$ cat src/design/lps_pkg.sv
// Shared constants and types for the low-power state controller.
// Assumes a single 125 MHz controller clock and pins that arrive asynchronously.
package lps_pkg;

  // Power states of the controller.
  typedef enum logic [3:0] {
    LPS_NORMAL    = 4'h0,
    LPS_HALT      = 4'h1,
    LPS_STOPGRANT = 4'h2,
    LPS_SNOOP     = 4'h3,
    LPS_SLEEP     = 4'h4,
    LPS_DEEPSLEEP = 4'h5,
    LPS_LOCKWAIT  = 4'h6,
    LPS_FLUSH     = 4'h7
  } lps_state_t;

  // Controller clock rate and the loop lock time after the bus clock restarts.
  localparam int unsigned CLOCK_MHZ = 125;
  localparam int unsigned LOCK_TIME_MS = 1;
  localparam int unsigned LOCK_CYCLES = LOCK_TIME_MS * 1000 * CLOCK_MHZ;
  localparam int unsigned LOCK_W = 17;

  // Cycles the reset pin must be held in Sleep before it resets the device.
  localparam int unsigned RESET_HOLD_CYCLES = 16;
  localparam int unsigned RESET_W = 8;

  // Cycles without a bus clock toggle before the bus clock counts as stopped.
  localparam logic [7:0] BUS_STOP_CYCLES = 8'h10;

  // Model-specific clock-stop control: register offset, bit position, reset value.
  localparam logic [11:0] MSR_CLK_STOP_ADDR = 12'h02a;
  localparam int unsigned MSR_CLK_STOP_BIT = 26;
  localparam logic MSR_CLK_STOP_RESET = 1'b1;

  // Pin synchroniser layout and idle levels.
  localparam int unsigned PIN_W = 12;
  localparam int unsigned PIN_BUS_CLOCK = 11;
  localparam int unsigned PIN_STOP = 10;
  localparam int unsigned PIN_SLEEP = 9;
  localparam int unsigned PIN_SMI = 8;
  localparam int unsigned PIN_INIT = 7;
  localparam int unsigned PIN_LINT1 = 6;
  localparam int unsigned PIN_LINT0 = 5;
  localparam int unsigned PIN_BUS_INIT_REQUEST_N = 4;
  localparam int unsigned PIN_FLUSH = 3;
  localparam int unsigned PIN_RESET = 2;
  localparam int unsigned PIN_SNOOP = 1;
  localparam int unsigned PIN_SNOOP_DONE = 0;
  localparam logic [PIN_W-1:0] PIN_SYNC_RESET = 12'h79c;

endpackage

$ cat src/design/lps_low_power_state_control.sv
// Low-power state controller: sequences Normal, halt, Stop-Grant, snoop, Sleep and Deep Sleep.
// Assumes chipset pins are asynchronous and core-side strobes share the controller clock.
`timescale 1ns/1ps
module lps_low_power_state_control #(
  parameter int unsigned LOCK_CYCLES = lps_pkg::LOCK_CYCLES,
  parameter int unsigned RESET_HOLD = lps_pkg::RESET_HOLD_CYCLES
) (
  // Clock, reset and enable.
  input wire logic clock,
  input wire logic arst_n,
  input wire logic enable,
  // Chipset pins, asynchronous.
  input wire logic bus_clock,
  input wire logic stop_clock_request_n,
  input wire logic sleep_request_n,
  input wire logic system_mgmt_interrupt_n,
  input wire logic init_request_n,
  input wire logic [1:0] local_interrupt_lines,
  input wire logic bus_init_request_n,
  input wire logic flush_request_n,
  input wire logic reset_pin_n,
  input wire logic snoop_request,
  input wire logic snoop_serviced,
  // Core-side strobes, same clock.
  input wire logic halt_exec,
  input wire logic smm_return,
  input wire logic smm_resume_halt,
  input wire logic flush_done,
  input wire logic msr_write,
  input wire logic [11:0] msr_addr,
  input wire logic [31:0] msr_wdata,
  // State and clock controls.
  output lps_pkg::lps_state_t power_state,
  output logic core_clock_en,
  output logic l2_clock_en,
  output logic pll_run,
  output logic clock_stop_enable,
  // Services requested of the core.
  output logic core_init,
  output logic snoop_enable,
  output logic flush_service,
  output logic bus_init_service,
  output logic [3:0] irq_service
);
  import lps_pkg::*;

  logic [PIN_W-1:0] pins_sync;
  logic bus_running;
  lps_state_t state_r;
  lps_state_t state_nxt;
  logic stop_a, sleep_a, flush_a, rst_a, snoop_a, snoop_done;
  logic [3:0] irq_a, irq_prev_r, irq_ev, pend_r;
  logic bus_init_request_n_prev_r, rst_prev_r, bus_init_request_n_ev, rst_ev;
  logic resume_halt_r, return_halt_r;
  logic [LOCK_W-1:0] lock_cnt_r;
  logic [RESET_W-1:0] rst_cnt_r;
  logic rst_held, wake;

  // Core clocks stop in the clock-stopped states only while the control bit is set.
  function automatic logic core_on(input lps_state_t s, input logic stop_en);
    core_on = !(stop_en && (s == LPS_STOPGRANT || s == LPS_SLEEP || s == LPS_DEEPSLEEP ||
                            s == LPS_LOCKWAIT));
  endfunction

  // Pins pass two flops before any logic reads them.
  lps_pin_sync #(.W(PIN_W), .RESET_VAL(PIN_SYNC_RESET)) u_sync (
    .clock(clock),
    .arst_n(arst_n),
    .enable(enable),
    .pins({bus_clock, stop_clock_request_n, sleep_request_n, system_mgmt_interrupt_n,
           init_request_n, local_interrupt_lines, bus_init_request_n, flush_request_n,
           reset_pin_n, snoop_request, snoop_serviced}),
    .pins_sync(pins_sync)
  );

  lps_bus_clock_monitor u_bus_mon (
    .clock(clock),
    .arst_n(arst_n),
    .enable(enable),
    .bus_clock_sync(pins_sync[PIN_BUS_CLOCK]),
    .running(bus_running)
  );

  // Active-level views of the synchronised pins.
  assign stop_a = !pins_sync[PIN_STOP];
  assign sleep_a = !pins_sync[PIN_SLEEP];
  assign flush_a = !pins_sync[PIN_FLUSH];
  assign rst_a = !pins_sync[PIN_RESET];
  assign snoop_a = pins_sync[PIN_SNOOP];
  assign snoop_done = pins_sync[PIN_SNOOP_DONE];
  assign irq_a = {!pins_sync[PIN_SMI], !pins_sync[PIN_INIT], pins_sync[PIN_LINT1],
                  pins_sync[PIN_LINT0]};
  assign irq_ev = irq_a & ~irq_prev_r;
  assign bus_init_request_n_ev = !pins_sync[PIN_BUS_INIT_REQUEST_N] && !bus_init_request_n_prev_r;
  assign rst_ev = rst_a && !rst_prev_r;
  assign rst_held = rst_a && (rst_cnt_r == RESET_W'(RESET_HOLD - 1));
  assign wake = |(irq_ev | pend_r);

  // Edge history of the event pins.
  always_ff @(posedge clock or negedge arst_n) begin
    if (!arst_n) begin
      irq_prev_r <= 4'h0;
      bus_init_request_n_prev_r <= 1'b0;
      rst_prev_r <= 1'b0;
    end else if (enable) begin
      irq_prev_r <= irq_a;
      bus_init_request_n_prev_r <= !pins_sync[PIN_BUS_INIT_REQUEST_N];
      rst_prev_r <= rst_a;
    end
  end

  // Clock-stop control bit, written by the core.
  always_ff @(posedge clock or negedge arst_n) begin
    if (!arst_n) begin
      clock_stop_enable <= MSR_CLK_STOP_RESET;
    end else if (enable && msr_write && msr_addr == MSR_CLK_STOP_ADDR) begin
      clock_stop_enable <= msr_wdata[MSR_CLK_STOP_BIT];
    end
  end

  // Next power state.
  always_comb begin
    state_nxt = state_r;
    unique case (state_r)
      LPS_NORMAL: begin
        if (stop_a) state_nxt = LPS_STOPGRANT;
        else if (halt_exec) state_nxt = LPS_HALT;
        else if (smm_return && smm_resume_halt) state_nxt = LPS_HALT;
        else if (flush_a) state_nxt = LPS_FLUSH;
      end
      LPS_HALT: begin
        if (rst_ev) state_nxt = LPS_NORMAL;
        else if (stop_a) state_nxt = LPS_STOPGRANT;
        else if (snoop_a) state_nxt = LPS_SNOOP;
        else if (flush_a) state_nxt = LPS_FLUSH;
        else if (wake) state_nxt = LPS_NORMAL;
      end
      LPS_FLUSH: begin
        if (flush_done) state_nxt = return_halt_r ? LPS_HALT : LPS_NORMAL;
      end
      LPS_STOPGRANT: begin
        if (!stop_a) state_nxt = resume_halt_r ? LPS_HALT : LPS_NORMAL;
        else if (snoop_a) state_nxt = LPS_SNOOP;
        else if (sleep_a) state_nxt = LPS_SLEEP;
      end
      LPS_SNOOP: begin
        if (snoop_done) state_nxt = return_halt_r ? LPS_HALT : LPS_STOPGRANT;
      end
      LPS_SLEEP: begin
        if (rst_held) state_nxt = LPS_NORMAL;
        else if (!sleep_a && !rst_a) state_nxt = LPS_STOPGRANT;
        else if (!bus_running) state_nxt = LPS_DEEPSLEEP;
      end
      LPS_DEEPSLEEP: begin
        if (bus_running) state_nxt = LPS_LOCKWAIT;
      end
      LPS_LOCKWAIT: begin
        if (!bus_running) state_nxt = LPS_DEEPSLEEP;
        else if (lock_cnt_r == LOCK_W'(LOCK_CYCLES - 1)) state_nxt = LPS_SLEEP;
      end
      default: state_nxt = LPS_NORMAL;
    endcase
  end

  // State register.
  always_ff @(posedge clock or negedge arst_n) begin
    if (!arst_n) state_r <= LPS_NORMAL;
    else if (enable) state_r <= state_nxt;
  end

  // Origin records for returns from Stop-Grant, snoop and flush.
  always_ff @(posedge clock or negedge arst_n) begin
    if (!arst_n) begin
      resume_halt_r <= 1'b0;
      return_halt_r <= 1'b0;
    end else if (enable) begin
      if (state_nxt == LPS_STOPGRANT && (state_r == LPS_NORMAL || state_r == LPS_HALT))
        resume_halt_r <= (state_r == LPS_HALT);
      if ((state_nxt == LPS_SNOOP || state_nxt == LPS_FLUSH) && state_nxt != state_r)
        return_halt_r <= (state_r == LPS_HALT);
    end
  end

  // Lock wait and reset hold counters.
  always_ff @(posedge clock or negedge arst_n) begin
    if (!arst_n) begin
      lock_cnt_r <= '0;
      rst_cnt_r <= '0;
    end else if (enable) begin
      lock_cnt_r <= (state_r == LPS_LOCKWAIT) ? lock_cnt_r + LOCK_W'(1) : '0;
      if (!rst_a || state_r != LPS_SLEEP) rst_cnt_r <= '0;
      else if (!rst_held) rst_cnt_r <= rst_cnt_r + RESET_W'(1);
    end
  end

  // Pending interrupt events: latched in halt and Stop-Grant, serviced once in Normal.
  always_ff @(posedge clock or negedge arst_n) begin
    if (!arst_n) begin
      pend_r <= 4'h0;
      irq_service <= 4'h0;
    end else if (enable) begin
      irq_service <= 4'h0;
      if (state_r == LPS_STOPGRANT || state_r == LPS_HALT) begin
        pend_r <= pend_r | irq_ev;
      end else if (state_r == LPS_NORMAL) begin
        irq_service <= irq_ev | pend_r;
        pend_r <= 4'h0;
      end
    end
  end

  // Core initialization and bus-init service pulses.
  always_ff @(posedge clock or negedge arst_n) begin
    if (!arst_n) begin
      core_init <= 1'b0;
      bus_init_service <= 1'b0;
    end else if (enable) begin
      core_init <= (rst_ev && (state_r == LPS_NORMAL || state_r == LPS_HALT ||
                   state_r == LPS_STOPGRANT)) || (state_r == LPS_SLEEP && rst_held);
      bus_init_service <= bus_init_request_n_ev && (state_r == LPS_NORMAL || state_r == LPS_HALT);
    end
  end

  // Registered clock and service controls, aligned with the state register.
  always_ff @(posedge clock or negedge arst_n) begin
    if (!arst_n) begin
      power_state <= LPS_NORMAL;
      core_clock_en <= 1'b1;
      l2_clock_en <= 1'b1;
      pll_run <= 1'b1;
      snoop_enable <= 1'b0;
      flush_service <= 1'b0;
    end else if (enable) begin
      power_state <= state_nxt;
      core_clock_en <= core_on(state_nxt, clock_stop_enable);
      l2_clock_en <= !(state_nxt == LPS_DEEPSLEEP || state_nxt == LPS_LOCKWAIT);
      pll_run <= (state_nxt != LPS_DEEPSLEEP);
      snoop_enable <= (state_nxt == LPS_SNOOP);
      flush_service <= (state_nxt == LPS_FLUSH);
    end
  end
endmodule

$ cat src/design/lps_pin_sync.sv
// Two-flop synchroniser for a group of asynchronous pins.
// Assumes each bit is an independent level; reset value is supplied per bit.
`timescale 1ns/1ps
module lps_pin_sync #(
  parameter int unsigned W = 1,
  parameter logic [W-1:0] RESET_VAL = '0
) (
  // Clock, reset and enable.
  input wire logic clock,
  input wire logic arst_n,
  input wire logic enable,
  // Raw and synchronised levels.
  input wire logic [W-1:0] pins,
  output logic [W-1:0] pins_sync
);

  logic [W-1:0] meta_r;

  // First stage feeds only the second stage.
  always_ff @(posedge clock or negedge arst_n) begin
    if (!arst_n) begin
      meta_r <= RESET_VAL;
      pins_sync <= RESET_VAL;
    end else if (enable) begin
      meta_r <= pins;
      pins_sync <= meta_r;
    end
  end

endmodule

$ cat src/design/lps_bus_clock_monitor.sv
// Watches the synchronised bus clock and reports whether it is toggling.
// Assumes the input already passed a two-flop synchroniser.
`timescale 1ns/1ps
module lps_bus_clock_monitor (
  // Clock, reset and enable.
  input wire logic clock,
  input wire logic arst_n,
  input wire logic enable,
  // Synchronised bus clock and activity flag.
  input wire logic bus_clock_sync,
  output logic running
);
  import lps_pkg::*;

  logic prev_r;
  logic [7:0] idle_cnt_r;
  logic toggle;

  assign toggle = bus_clock_sync ^ prev_r;

  // Counts cycles since the last toggle; a long gap means the clock stopped.
  always_ff @(posedge clock or negedge arst_n) begin
    if (!arst_n) begin
      prev_r <= 1'b0;
      idle_cnt_r <= 8'h00;
      running <= 1'b1;
    end else if (enable) begin
      prev_r <= bus_clock_sync;
      if (toggle) begin
        idle_cnt_r <= 8'h00;
        running <= 1'b1;
      end else if (idle_cnt_r == BUS_STOP_CYCLES - 8'h01) begin
        running <= 1'b0;
      end else begin
        idle_cnt_r <= idle_cnt_r + 8'h01;
      end
    end
  end

endmodule

$ cat config.mk
export PLATFORM = sky130hd
export DESIGN_NAME = lps_low_power_state_control
export DESIGN_NICKNAME = d
export VERILOG_FILES = /design/src/design/lps_pkg.sv /design/src/design/lps_low_power_state_control.sv /design/src/design/lps_pin_sync.sv /design/src/design/lps_bus_clock_monitor.sv
export SDC_FILE = /design/constraint.sdc
export NUM_CORES = 1
export LEC_CHECK = 0
export ABC_AREA = 0
export BUFFER_PORTS_ARGS = -buffer_cell sky130_fd_sc_hd__buf_2
export CAP_MARGIN = 20
export CORE_ASPECT_RATIO = 0.5
export CORE_UTILIZATION = 30
export DETAILED_ROUTE_END_ITERATION = 6
export GPL_TIMING_DRIVEN = 0
export PLACE_DENSITY = 0.56
export SETUP_SLACK_MARGIN = 0.15
export SLEW_MARGIN = 20
export SYNTH_ARGS = -nofsm -noshare
export SYNTH_HDL_FRONTEND = slang
export SYNTH_SLANG_ARGS = --single-unit
export TNS_END_PERCENT = 10
$ cat constraint.sdc
create_clock -name clock -period 3.05 [get_ports clock]
set_input_delay 0.61 -clock clock [delete_from_list [all_inputs] [get_ports clock]]
set_output_delay 0.61 -clock clock [all_outputs]
set_load 0.05 [all_outputs]
# Word level (Yosys, flattened, before mapping)

Cells that the tools add are included.

$add $sub $neg: 3
Equality and inequality tests: 22
Multiplexer cells: 35
Bitwise gates (word level): 4
Reduce and logical (&&, ||, !) cells: 41

Operators with widths:

| kind                  | count |
|---|---|
| $mux 4                | 24 |
| $eq 4x3->1 const B    | 8 |
| $mux 8                | 4 |
| $pmux 4 s8            | 1 |
| $add 17x1->17 const B | 1 |
| $eq 17x17->1 const B  | 1 |
| $mux 17               | 1 |
| $add 8x1->8 const B   | 2 |
| $eq 4x2->1 const B    | 4 |
| $eq 8x4->1 const B    | 2 |
| $logic_and 1x1->1     | 13 |
| $eq 12x6->1 const B   | 1 |
| $reduce_and 2->1      | 6 |
| $logic_or 1x1->1      | 10 |
| $logic_not 1->1       | 8 |
| $ne 4x3->1 const B    | 2 |
| $and 4x4->4           | 1 |
| $eq 4x1->1 const B    | 1 |
| $logic_not 4->1       | 1 |
| $mux 1                | 4 |
| $ne 2x1->1 const B    | 2 |
| $ne 4x4->1            | 1 |
| $not 4->4             | 1 |
| $or 4x4->4            | 1 |
| other kinds (4)       | 5 |

Register bits: 87
Bits of input ports: 64
Output and inout bits: 16
Logic and storage cells: 128

# Depth between registers and ports, before layout

Gate-level depths: netlist (run 1).

Depth in word-level cells: 16
Gate-level depth with buffers: 8
Mapped depth without buffers: 7

# Cells and area by module

From an unflattened synthesis (run 1), not the netlist that was laid out.

Cells, all modules: 407
Area, all modules: 4466.8 sq um

Modules (own cells, without submodules):

| module                      | instances | cells each | area an instance (sq um) | sequential area each (sq um) |
|---|---|---|---|---|
| lps_low_power_state_control | 1         | 301        | 2865.2                   | 1331.3 |
| lps_pin_sync                | 1         | 51         | 1014.7                   | 618.1 |
| lps_bus_clock_monitor       | 1         | 55         | 586.8                    | 251.5 |

# Worst setup path after synthesis (run 1)

OpenSTA, ideal clock, no wires.

Path type: register -> register
Start: register power_state[1] (netlist name)
End: register return_halt_r
Library setup time: 0.125 ns
Arrival time: 2.322 ns
Data required time: 2.925 ns
Slack: 0.603 ns
Stages on the path, launching flop included: 8
Buffers on the path: 1
Period minus slack after synthesis: 2.447 ns
Cell sequence: dfrtp_1 -> buf_4 -> nor4b_4 -> o311ai_4 -> a21o_2 -> o311ai_2 -> or3b_1 -> mux2_4

RTL lines:

| element              | RTL line                           | RTL |
|---|---|---|
| to (signal assigned) | lps_low_power_state_control.sv:180 | `return_halt_r <= (state_r == LPS_HALT);` |
| to (decl)            | lps_low_power_state_control.sv:54  | `logic resume_halt_r, return_halt_r;` |

# Worst setup path in the final report (run 1)

Start: register lock_cnt_r[5]
End: register return_halt_r

Longest elaborated chain between the ends: 8
Elaborated cells on any way between the ends: 10
Those cells by class: 4 x eq/ne; 3 x mux; 3 x reduce/logical

Ends and longest elaborated chain:

| element                                         | RTL line                           | RTL |
|---|---|---|
| from (decl)                                     | lps_low_power_state_control.sv:55  | `logic [LOCK_W-1:0] lock_cnt_r;` |
| from (signal assigned)                          | lps_low_power_state_control.sv:190 | `lock_cnt_r <= (state_r == LPS_LOCKWAIT) ? lock_cnt_r + LOCK_W'(1) : '0;` |
| $eq 17x17->1 *                                  | lps_low_power_state_control.sv:159 | `else if (lock_cnt_r == LOCK_W'(LOCK_CYCLES - 1)) state_nxt = LPS_SLEEP;` |
| $mux 4 *                                        | lps_low_power_state_control.sv:159 |  |
| $mux 4 *                                        | lps_low_power_state_control.sv:158 | `if (!bus_running) state_nxt = LPS_DEEPSLEEP;` |
| $pmux 4 s8 *                                    | lps_low_power_state_control.sv:124 | `unique case (state_r)` |
| $eq 4x2->1 / $eq 4x3->1 (equally long branches) | lps_low_power_state_control.sv:179 | `if ((state_nxt == LPS_SNOOP \|\| state_nxt == LPS_FLUSH) && state_nxt != state_r)` |
| $logic_or 1x1->1                                | lps_low_power_state_control.sv:179 |  |
| $logic_and 1x1->1 *                             | lps_low_power_state_control.sv:179 |  |
| $reduce_and 2->1 (no line) *                    | -                                  |  |

Every way passes the cells marked *; elsewhere a longest branch is shown, timed or not.
A chain may end at the register's enable or synchronous reset.

==> results.sh, run 1 <==
export IMPL_status="finished clean"
export IMPL_swShare=0.349
export IMPL_rows=30
export IMPL_finalClockSkew_ns=0.00731
export IMPL_cts_htree_levels=3
export IMPL_vias=3217
export IMPL_numPortBuffers=48
export IMPL_initialDrtViolationCount=166
export IMPL_critPathSlowestCell="or4b_1"
export IMPL_worstSkewPairLatency_ns=0.33
export IMPL_final_antenna_net_count=0
export IMPL_yosys_register_bits=87
export IMPL_die_area_um2=14900
export IMPL_fin_crit_sh=0.811
export IMPL_critPathArrivalTime_ns=2.70
export IMPL_syn_nets=474
export IMPL_netlist_instances=407
export IMPL_ys_types=58
export IMPL_tightest_slew_ns=0.665
export IMPL_grt_overflow=0
export IMPL_cts_tree="yes"
export IMPL_crit_start="lock_cnt_r[5]"
export IMPL_n_fill_cell=1384
export IMPL_reg2reg_slack_ns=0.58
export IMPL_postLayoutCellArea_um2=5130
export IMPL_antenna_found_initial=0
export IMPL_fin_nets=534
export IMPL_critPathCaptureType="flip-flop"
export IMPL_core_area_um2=13800
export IMPL_setup_violations=0
export IMPL_synth_xor_area_share=0.0405
export IMPL_hold_violations=0
export IMPL_synth_top_area_cell="dfrtp_1"
export IMPL_clock_power_share=0.288
export IMPL_path_class="reg2reg"
export IMPL_clkSinkCount=87
export IMPL_drtPass1Iterations=4
export IMPL_period_needed_ns=2.47
export IMPL_multi_input_area_um2=1970
export IMPL_placed_cell_area_um2=4840
export IMPL_drt_wirelength_per_cell_um=14.6
export IMPL_cp_required_ns=3.27
export IMPL_powerDensity_nw_per_um2=732
export IMPL_rsz0062_at_grt="no"
export IMPL_fmax_ghz=0.404
export IMPL_synth_top_flop_cell="dfrtp_1"
export IMPL_cts_buffer_depth=2
export IMPL_cts_made_buffers=9
export IMPL_syn_area_per_cell_um2=10.6
export IMPL_r2r_cells=6
export IMPL_dieWidth_um=172
export IMPL_die_h_um=86.9
export IMPL_ctsResizeCount=0
export IMPL_synth_async_reset_ratio=1.00
export IMPL_hold_class="in2async"
export IMPL_cp_slowest_stage_delay_ns=0.56
export IMPL_p_comb_frac=0.307
export IMPL_rr_startpoint="lock_cnt_r[5]"
export IMPL_place_gp_congestion=0.858
export IMPL_initial_core_util=0.313
export IMPL_ys_top_cells_by_area="dfrtp_1, dfstp_2, mux2_2"
export IMPL_drive_gt1_frac=0.273
export IMPL_slew_headroom=0.557
export IMPL_grt_pass1_wl_um=15900
export IMPL_routed_wl_um=9660
export IMPL_synth_seq_area_share=0.509
export IMPL_grt_usage=0.141
export IMPL_postCtsHoldBufs=0
export IMPL_yosys_warnings=0
export IMPL_power_switching_mw=1.31
export IMPL_area_growth_pct=18.5
export IMPL_syn_area_um2=4330
export IMPL_synth_top_area_share=0.393
export IMPL_post_cts_buffers=0
export IMPL_reg2reg_to="return_halt_r"
export IMPL_synth_compound_area_frac=0.114
export IMPL_worstPathMaxFanout=5
export IMPL_grt_max_degree=46
export IMPL_tns_ns=0
export IMPL_synthSimpleGateAreaFrac=0.196
export IMPL_synth_edf_count=0
export IMPL_cap_violations=0
export IMPL_peakVddDrop_v=0.000244
export IMPL_path_cells="or4b_1 > nor4_2 > o21ai_1 > o31ai_4 > or3b_1 > mux2_4"
export IMPL_power_frac_seq=0.405
export IMPL_drv_slew=0
export IMPL_cts_root_buffer="clkbuf_16"
export IMPL_synthMuxAreaShare=0.0957
export IMPL_internal_power_mw=2.45
export IMPL_cts_clk_slew_worst_paths_ns=0.06
export IMPL_synth_top_family_by_area="simple AND/OR/NAND/NOR gates"
export IMPL_place_hpwl_um=6950
export IMPL_drc_errors=0
export IMPL_crit_path_start_kind="flip-flop"
export IMPL_synth_fa_ha_area_frac=0.00867
export IMPL_grt_pass1_vias=3060
export IMPL_final_seq_area_um2=2200
export IMPL_viasPerCell=4.84
export IMPL_n_antenna_cell=0
export IMPL_p_leak_nw=2.19
export IMPL_io_pin_count=80
==> worst max path at each step <==
stage | slack, ns | to | depth (start not counted)
after floorplan | 0.60 | return_halt_r | 7
after global placement | 0.31 | lock_cnt_r[0] | 5
after detailed placement | 0.31 | lock_cnt_r[0] | 5
after CTS | 0.57 | return_halt_r | 6
after global routing | 0.43 | resume_halt_r | 7
final | 0.58 | return_halt_r | 6
==> metrics by stage <==
stage,cells,utilization,hold slack [ns],worst slack [ns],total power [mW]
global placement,647,0.348,0.464,0.306,2.68
CTS,664,0.371,0.278,0.569,3.80
finish,664,0.371,0.265,0.576,3.76
detailed placement,648,0.350,0.467,0.314,2.69
global route,664,0.371,0.303,0.427,3.98
floorplan,407,-,0.314,0.603,2.38
==> per-layer routing <==
layer,global-route usage,vias up,wire length (um)
met4,0.0394,0,81
li1,-,1573,-
met3,0.0432,6,417
met5,0,-,0
met2,0.211,52,4200
met1,0.195,1586,4970
==> sequential cells by signal, summed over array words and instances, names as in the netlist <==
signal / flops
core_init: 1
irq_prev_r: 4
bus_init_request_n_prev_r: 1
bus_init_service: 1
core_clock_en: 1
flush_service: 1
clock_stop_enable: 1
u_sync.pins_sync: 12
return_halt_r: 1
u_sync.meta_r: 12
power_state: 4
rst_cnt_r: 8
l2_clock_en: 1
resume_halt_r: 1
rst_prev_r: 1
u_bus_mon.prev_r: 1
u_bus_mon.idle_cnt_r: 8
pll_run: 1
snoop_enable: 1
u_bus_mon.running: 1
pend_r: 4
lock_cnt_r: 17
irq_service: 4
==> placed cells by master, fill, tap and decap left out, types with 14 or more instances in the layout <==
master    count
a21oi_1      24
buf_2        47
clkbuf_1     14
dfrtp_1      68
dfstp_2      19
inv_1        21
mux2_2       30
nand2_1      22
nand3_1      15
nor2_1       36
o21ai_0      19
==> critical path, delay by kind of cell, from the launching register on <==
| kind | cells | cell delay, ns |
|---|---|---|
| DFF | 1 | 0.42 |
| and+or+nand+nor | 3 | 1.15 |
| AOI/OAI and AO/OA | 2 | 0.51 |
| muxes | 1 | 0.29 |
==> power by group through the flow <==
| stage | Clock [mW] | Sequential [mW] | Combinational [mW] |
|---|---|---|---|
| floorplan | 0 | 1.68 | 0.695 |
| global placement | 0 | 1.54 | 1.15 |
| detailed placement | 0 | 1.54 | 1.15 |
| CTS | 1.12 | 1.52 | 1.16 |
| global route | 1.17 | 1.55 | 1.26 |
| finish | 1.08 | 1.52 | 1.15 |
==> synth_stat cells (3+ instances only) <==
master,n
nand3_1,15
and2_1,8
nand4_1,8
inv_1,21
or3_1,3
o21ai_0,19
nor2_1,36
xor2_1,11
or2_2,3
nand2_1,22
ha_1,3
dfstp_2,19
dfrtp_1,68
mux2i_1,5
clkbuf_1,12
and4_1,3
a32oi_1,3
nand4b_1,6
nor3_1,5
nor2b_1,7
o22ai_1,5
o211ai_1,5
nand2b_1,4
mux2_2,30
and3_1,10
nor4_1,7
a21o_1,3
xnor2_1,9
a21oi_1,24
==> kinds of logic (layout without fill, tap and decap cells) <==
group	after synthesis	in the layout
AND/OR/NAND/NOR	149	149
flip-flops	87	87
AO/OA/AOI/OAI	74	74
multiplexers	37	37
buffers and inverters	37	102
XOR/XNOR	20	20
adder cells (fa/ha/maj)	3	3
==> area by class of cell <==
cell class                      count  share of cell area
Inverter                           21              0.0154
Buffer                             16              0.0151
Clock buffer                       12              0.0480
Multi-Input combinational cell    283               0.384
Tap cell                          192              0.0468
Timing Repair Buffer               49              0.0527
Sequential cell                    87               0.429
Clock inverter                      4             0.00878
Power figures use the tool's default switching activity.
==> run 2, diff against run 1 <==
Settings changed: ABC_AREA 0 to 1, PLACE_DENSITY 0.56 to 0.58.
Clock period 3.05 ns to 2.1 ns, I/O delays scaled along.
==> run 2 against run 1 <==
Global-route usage is 1.3 points higher. Register-to-register slack got worse by 0.40 ns. Area after synthesis decreased by 0.55%. Largest power group is now combinational logic. Wire length is 11% higher. Critical path depth increased by 8. Largest cell class unchanged. Clock skew shrank 0.0012 ns. Clock-buffer cell count shrank 1.
==> results.sh, run 2 <==
export IMPL_drt_wirelength_per_cell_um=13.2
export IMPL_syn_area_um2=4300
export IMPL_power_frac_seq=0.357
export IMPL_status="finished clean"
export IMPL_hold_class="in2async"
export IMPL_antenna_found_initial=0
export IMPL_syn_nets=614
export IMPL_critPathSlowestCell="dfrtp_2"
export IMPL_drc_errors=0
export IMPL_grt_overflow=0
export IMPL_final_cell_mix="nand2_1, dfrtp_1, inv_1"
export IMPL_netlist_instances=547
export IMPL_drive_gt1_frac=0.221
export IMPL_powerDensity_nw_per_um2=1120
export IMPL_final_antenna_net_count=0
export IMPL_cp_required_ns=2.36
export IMPL_syn_area_per_cell_um2=7.87
export IMPL_hold_ws_ns=0.0965
export IMPL_placed_cell_area_um2=4800
export IMPL_final_cells=811
export IMPL_grt_pass1_vias=3489
export IMPL_ys_types=42
export IMPL_synth_top_area_share=0.395
export IMPL_critPathArrivalTime_ns=2.19
export IMPL_crit_path_start_kind="flip-flop"
export IMPL_viasPerCell=4.63
export IMPL_p_comb_frac=0.363
export IMPL_grt_usage=0.153
export IMPL_fmax_ghz=0.520
export IMPL_cts_made_buffers=9
export IMPL_place_hpwl_um=7590
export IMPL_numPortBuffers=47
export IMPL_critPathCaptureType="flip-flop"
export IMPL_rows=30
export IMPL_rsz0062_at_grt="yes"
export IMPL_period_needed_ns=1.92
export IMPL_p_leak_nw=2.54
export IMPL_path_class="reg2reg"
export IMPL_cts_clk_slew_worst_paths_ns=0.06
export IMPL_postCtsHoldBufs=0
export IMPL_initial_core_util=0.312
export IMPL_peakVddDrop_v=0.000542
export IMPL_cts_tree="yes"
export IMPL_yosys_cell_count_top_type="nand2_1"
export IMPL_drv_slew=0
export IMPL_yosys_register_bits=87
export IMPL_swShare=0.385
export IMPL_synth_seq_area_share=0.511
export IMPL_clock_power_share=0.280
export IMPL_setup_slack_ns=0.176
export IMPL_postLayoutCellArea_um2=5260
export IMPL_grt_max_degree=48
export IMPL_die_h_um=86.7
export IMPL_synth_top_area_cell="dfrtp_1"
export IMPL_finalClockSkew_ns=0.00614
export IMPL_fin_crit_sh=0.916
export IMPL_crit_top_cell="nor2_2"
export IMPL_worstSkewPairLatency_ns=0.34
export IMPL_cts_buffer_depth=2
export IMPL_largest_register="lock_cnt_r"
export IMPL_cap_violations=0
export IMPL_reg_top3="lock_cnt_r (17), u_sync.meta_r (12), u_sync.pins_sync (12)"
export IMPL_yosys_warnings=0
export IMPL_grt_pass1_wl_um=17400
export IMPL_ys_top_cells_by_area="dfrtp_1, nand2_1, dfstp_2"
export IMPL_cts_root_buffer="clkbuf_16"
export IMPL_place_ws_ns=-0.00971
export IMPL_hold_violations=0
export IMPL_path_cells="buf_12 > nor2_4 > nand2_2 > o21ai_0 > nor2_1 > nand2_1 > nor2_2 > nand2_2 > inv_2 > nor2_2 > nand2_1 > nor2_2 > nor2_1 > a21oi_1"
export IMPL_dieWidth_um=171
export IMPL_synth_common_cells="nand2_1, dfrtp_1, inv_1"
export IMPL_synth_async_reset_ratio=1.00
export IMPL_area_growth_pct=22.3
export IMPL_n_antenna_cell=0
export IMPL_internal_power_mw=3.63
export IMPL_cp_num_buf_inv=2
export IMPL_initialDrtViolationCount=257
export IMPL_cp_slowest_stage_delay_ns=0.43
export IMPL_largest_reg_flops=17
export IMPL_setup_violations=0
export IMPL_core_area_um2=13800
export IMPL_cp_top_family="simple AND/OR/NAND/NOR gates"
export IMPL_worstPathMaxFanout=6
export IMPL_power_switching_mw=2.27
export IMPL_dp_cells=787
export IMPL_io_pin_count=80
export IMPL_routed_wl_um=10700
export IMPL_synth_top_flop_cell="dfrtp_1"
export IMPL_n_fill_cell=1437
export IMPL_die_area_um2=14900
export IMPL_place_gp_congestion=0.936
export IMPL_drtPass1Iterations=4
export IMPL_synth_edf_count=0
export IMPL_clkSinkCount=87
export IMPL_vias=3758
export IMPL_fin_nets=681
export IMPL_slew_headroom=0.511
export IMPL_tightest_slew_ns=0.728
export IMPL_layout_commonest_cell="nand2_1"
export IMPL_cts_htree_levels=3
-- run 2: cell types whose count changed after synthesis, moves of 16 or more --
cell	before	now
inv_1	21	62
nand3_1	15	35
nand2_1	22	154
nor2_1	36	52
o21ai_0	19	50
mux2_2	30	0
-- run 2: cell type report --
| cell class | instances | area (um^2) | share of cell area |
|---|---|---|---|
| clock inverter | 5 | 56.3 | 0.0107 |
| tap | 192 | 240 | 0.0456 |
| timing repair buffer | 56 | 343 | 0.0651 |
| clock buffer | 11 | 253 | 0.0480 |
| inverter | 69 | 262 | 0.0497 |
| multi-input combinational | 378 | 1840 | 0.350 |
| sequential | 87 | 2200 | 0.419 |
| buffer | 13 | 62.6 | 0.0119 |
-- run 2: worst paths after layout --
| kind | to | slack (ns) | cells past startpoint | from |
|---|---|---|---|---|
| worst max-delay path | resume_halt_r | 0.18 | 14 | power_state[2] |
| worst min-delay path | pend_r[2] | 0.1 | 1 | arst_n |
| worst max register to register | resume_halt_r | 0.18 | 14 | power_state[2] |
| worst min register to register | u_sync.meta_r[7] | 0.46 | 2 | u_sync.meta_r[7] |
| max in group asynchronous | clock_stop_enable | 1.31 | 2 | arst_n |
| min in group clock | u_sync.meta_r[2] | 0.27 | 3 | reset_pin_n |
-- run 2: power groups by stage --
| stage | logic, mW | clock network (mW) | registers, mW |
|---|---|---|---|
| global route | 2.35 | 1.76 | 2.13 |
| CTS | 1.88 | 1.70 | 2.10 |
| finish | 2.15 | 1.65 | 2.10 |
| detailed placement | 1.86 | 0 | 2.13 |
| global placement | 1.84 | 0 | 2.12 |
| floorplan | 1.10 | 0 | 2.39 |
-- run 2: routing by layer --
layer / part of all wire / wire length, um / track usage
met3: 0.043 / 462 / 0.0352
met2: 0.44 / 4650 / 0.236
met4: 0.019 / 208 / 0.0519
met5: 0 / 0 / 0
met1: 0.50 / 5370 / 0.213
-- run 2: cell families (layout without fill, tap and decap cells) --
group                    after synthesis  count (layout)  synth area share
AND/OR/NAND/NOR                      284             284             0.285
AO/OA/AOI/OAI                         88              88             0.114
flip-flops                            87              87             0.511
buffers and inverters                 82             154            0.0747
adder cells (fa/ha/maj)                3               3           0.00872
XOR/XNOR                               2               2           0.00407
multiplexers                           1               1           0.00233
-- run 2: worst register-to-register path: stages (launching register included) --
cell and delay (ns):
dfrtp_2 0.43, buf_12 0.14, nor2_4 0.20, nand2_2 0.10
o21ai_0 0.19, nor2_1 0.07, nand2_1 0.10, nor2_2 0.06
nand2_2 0.06, inv_2 0.05, nor2_2 0.11, nand2_1 0.08
nor2_2 0.09, nor2_1 0.05, a21oi_1 0.11
-- run 2: what timing repair did --
item / CTS / global route
gates resized for setup: 2 / 24
cloned: 0 / 0
setup endpoints to repair: 3 / 14
pin swaps: 0 / 9
buffers inserted: 0 / 8
-- run 2: per-stage QoR --
stage | setup TNS [ns] | power, mW | utilization
after floorplan | 0 | 3.49 | -
after global placement | -13.58 | 3.97 | 0.347
after detailed placement | -0.0177 | 3.99 | 0.349
after CTS | 0 | 5.69 | 0.371
after global routing | 0 | 6.24 | 0.382
final | 0 | 5.90 | 0.382
==> run 3, diff against run 2 <==
Settings changed: CORE_UTILIZATION 30 to 50, PLACE_DENSITY 0.58 to 0.84.
==> run 3 against run 2 <==
Wire length decreased by 5.4%. Final cell count decreased by 10%. Die area decreased by 39%. Final area decreased by 3.0%. Largest power group is now sequential cells. Via count increased by 3.9%. Critical path type unchanged. Setup slack improved by 0.016 ns. Largest cell class unchanged. Utilization increased by 24 points.
==> results.sh, run 3 (same netlist as run 2, synthesis figures left out) <==
export IMPL_status="finished clean"
export IMPL_met1_usage=0.311
export IMPL_final_antenna_net_count=0
export IMPL_cp_top_family="simple AND/OR/NAND/NOR gates"
export IMPL_viasPerCell=5.35
export IMPL_crit_path_start_kind="flip-flop"
export IMPL_postCtsHoldBufs=0
export IMPL_rows=23
export IMPL_cp_required_ns=2.34
export IMPL_fin_nets=680
export IMPL_path_class="reg2reg"
export IMPL_grt_usage=0.244
export IMPL_fmax_ghz=0.524
export IMPL_worstSkewPairLatency_ns=0.35
export IMPL_drt_wirelength_per_cell_um=13.9
export IMPL_drtPass1Iterations=5
export IMPL_antenna_found_initial=0
export IMPL_initialDrtViolationCount=463
export IMPL_slew_headroom=0.514
export IMPL_gr_usage_met3=0.0638
export IMPL_initial_core_util=0.527
export IMPL_layout_commonest_cell="nand2_1"
export IMPL_final_cells=730
export IMPL_powerDensity_nw_per_um2=1130
export IMPL_worstPathMaxFanout=7
export IMPL_cp_slowest_stage_delay_ns=0.43
export IMPL_period_needed_ns=1.91
export IMPL_critPathCaptureType="flip-flop"
export IMPL_reg_top3="lock_cnt_r (17), u_sync.meta_r (12), u_sync.pins_sync (12)"
export IMPL_grt_pass1_vias=3533
export IMPL_use_met2=0.414
export IMPL_core_area_um2=8170
export IMPL_critPathSlowestCell="dfrtp_2"
export IMPL_io_pin_count=80
export IMPL_path_cells="inv_2 > nor2_4 > nand2_1 > nor2_1 > nand2_2 > a21oi_2 > nor2_2 > nand2_2 > nand2_1 > nor2_4 > nand2_1 > nand2_1 > nand2_1"
export IMPL_hold_class="in2async"
export IMPL_largest_reg_flops=17
export IMPL_cts_tree="yes"
export IMPL_dp_cells=707
export IMPL_critPathArrivalTime_ns=2.15
export IMPL_cp_num_buf_inv=1
export IMPL_tns_ns=0
export IMPL_cts_root_buffer="clkbuf_16"
export IMPL_drc_errors=0
export IMPL_setup_slack_ns=0.192
export IMPL_cts_buffer_depth=2
export IMPL_vias=3905
export IMPL_final_cell_mix="nand2_1, dfrtp_1, inv_1"
export IMPL_cts_clk_slew_worst_paths_ns=0.06
export IMPL_hold_violations=0
export IMPL_setup_violations=0
export IMPL_finalClockSkew_ns=0.00540
export IMPL_drv_slew=0
export IMPL_place_ws_ns=-0.00847
export IMPL_rsz0062_at_grt="yes"
export IMPL_crit_top_cell="nand2_1"
export IMPL_cts_htree_levels=3
export IMPL_cap_violations=0
export IMPL_drive_gt1_frac=0.214
export IMPL_clkSinkCount=87
export IMPL_p_total_mw=5.75
export IMPL_peakVddDrop_v=0.000618
export IMPL_cts_made_buffers=9
export IMPL_place_gp_congestion=0.941
export IMPL_place_hpwl_um=7130
export IMPL_grt_pass1_wl_um=16600
export IMPL_area_growth_pct=18.6
export IMPL_largest_register="lock_cnt_r"
export IMPL_tightest_slew_ns=0.724
export IMPL_n_antenna_cell=0
export IMPL_p_leak_nw=2.53
export IMPL_fin_crit_sh=0.909
export IMPL_dieWidth_um=133
export IMPL_routed_wl_um=10100
export IMPL_grt_overflow=0
export IMPL_numPortBuffers=47
export IMPL_die_area_um2=9010
export IMPL_die_h_um=67.6
export IMPL_grt_max_degree=53
export IMPL_grt_busiest_layer="met2"
[run 3: power by group]
part | internal, mW | switching (mW)
logic | 0.615 | 1.42
clock network | 0.949 | 0.657
registers | 1.94 | 0.166
total | 3.51 | 2.24
[run 3: path summary, 6_finish.rpt]
kind                                 startpoint                  end  slack [ns]  depth (start not counted)
max reg2reg                      power_state[2]        return_halt_r        0.19                         13
min reg2reg                    u_sync.meta_r[2]  u_sync.pins_sync[2]        0.47                          2
min                                      arst_n        irq_prev_r[3]        0.03                          1
min in group clock         stop_clock_request_n    u_sync.meta_r[10]        0.27                          3
max                              power_state[2]        return_halt_r        0.19                         13
max in group asynchronous                arst_n    clock_stop_enable        1.41                          2
[run 3: final cells by class]
class                      instances  area, um^2
tap                              112         140
multi-input combinational        378        1820
clock buffer                      10         239
timing repair buffer              55         318
inverter                          69         259
fill                             671        3070
sequential                        87        2200
buffer                            13        62.6
clock inverter                     6        58.8
[run 3: what timing repair did]
item / CTS / global route
setup buffers: 0 / 7
gates resized for setup: 1 / 17
pin swaps: 0 / 3
setup endpoints to repair: 2 / 15
[run 3: metrics by stage]
stage                     hold WS (ns)  cell area (um^2)  utilization
after global routing            0.0637              5100        0.624
after CTS                       0.0401              5010        0.613
after detailed placement         0.409              4710        0.576
final                           0.0299              5100        0.624
after floorplan                  0.124              4300            -
after global placement           0.439              4680        0.573
[run 3: worst reg2reg max path, cell delays in order (launching register included)]
cell     delay, ns
dfrtp_2       0.43
inv_2         0.09
nor2_4        0.19
nand2_1       0.14
nor2_1        0.15
nand2_2       0.09
a21oi_2       0.15
nor2_2        0.07
nand2_2       0.09
nand2_1       0.10
nor2_4        0.13
nand2_1       0.06
nand2_1       0.05
nand2_1       0.04
[run 3: metal layers]
layer	routed length [um]	part of all wire
met1	4480	0.44
met2	4770	0.47
met3	696	0.069
met4	174	0.017
met5	0	0
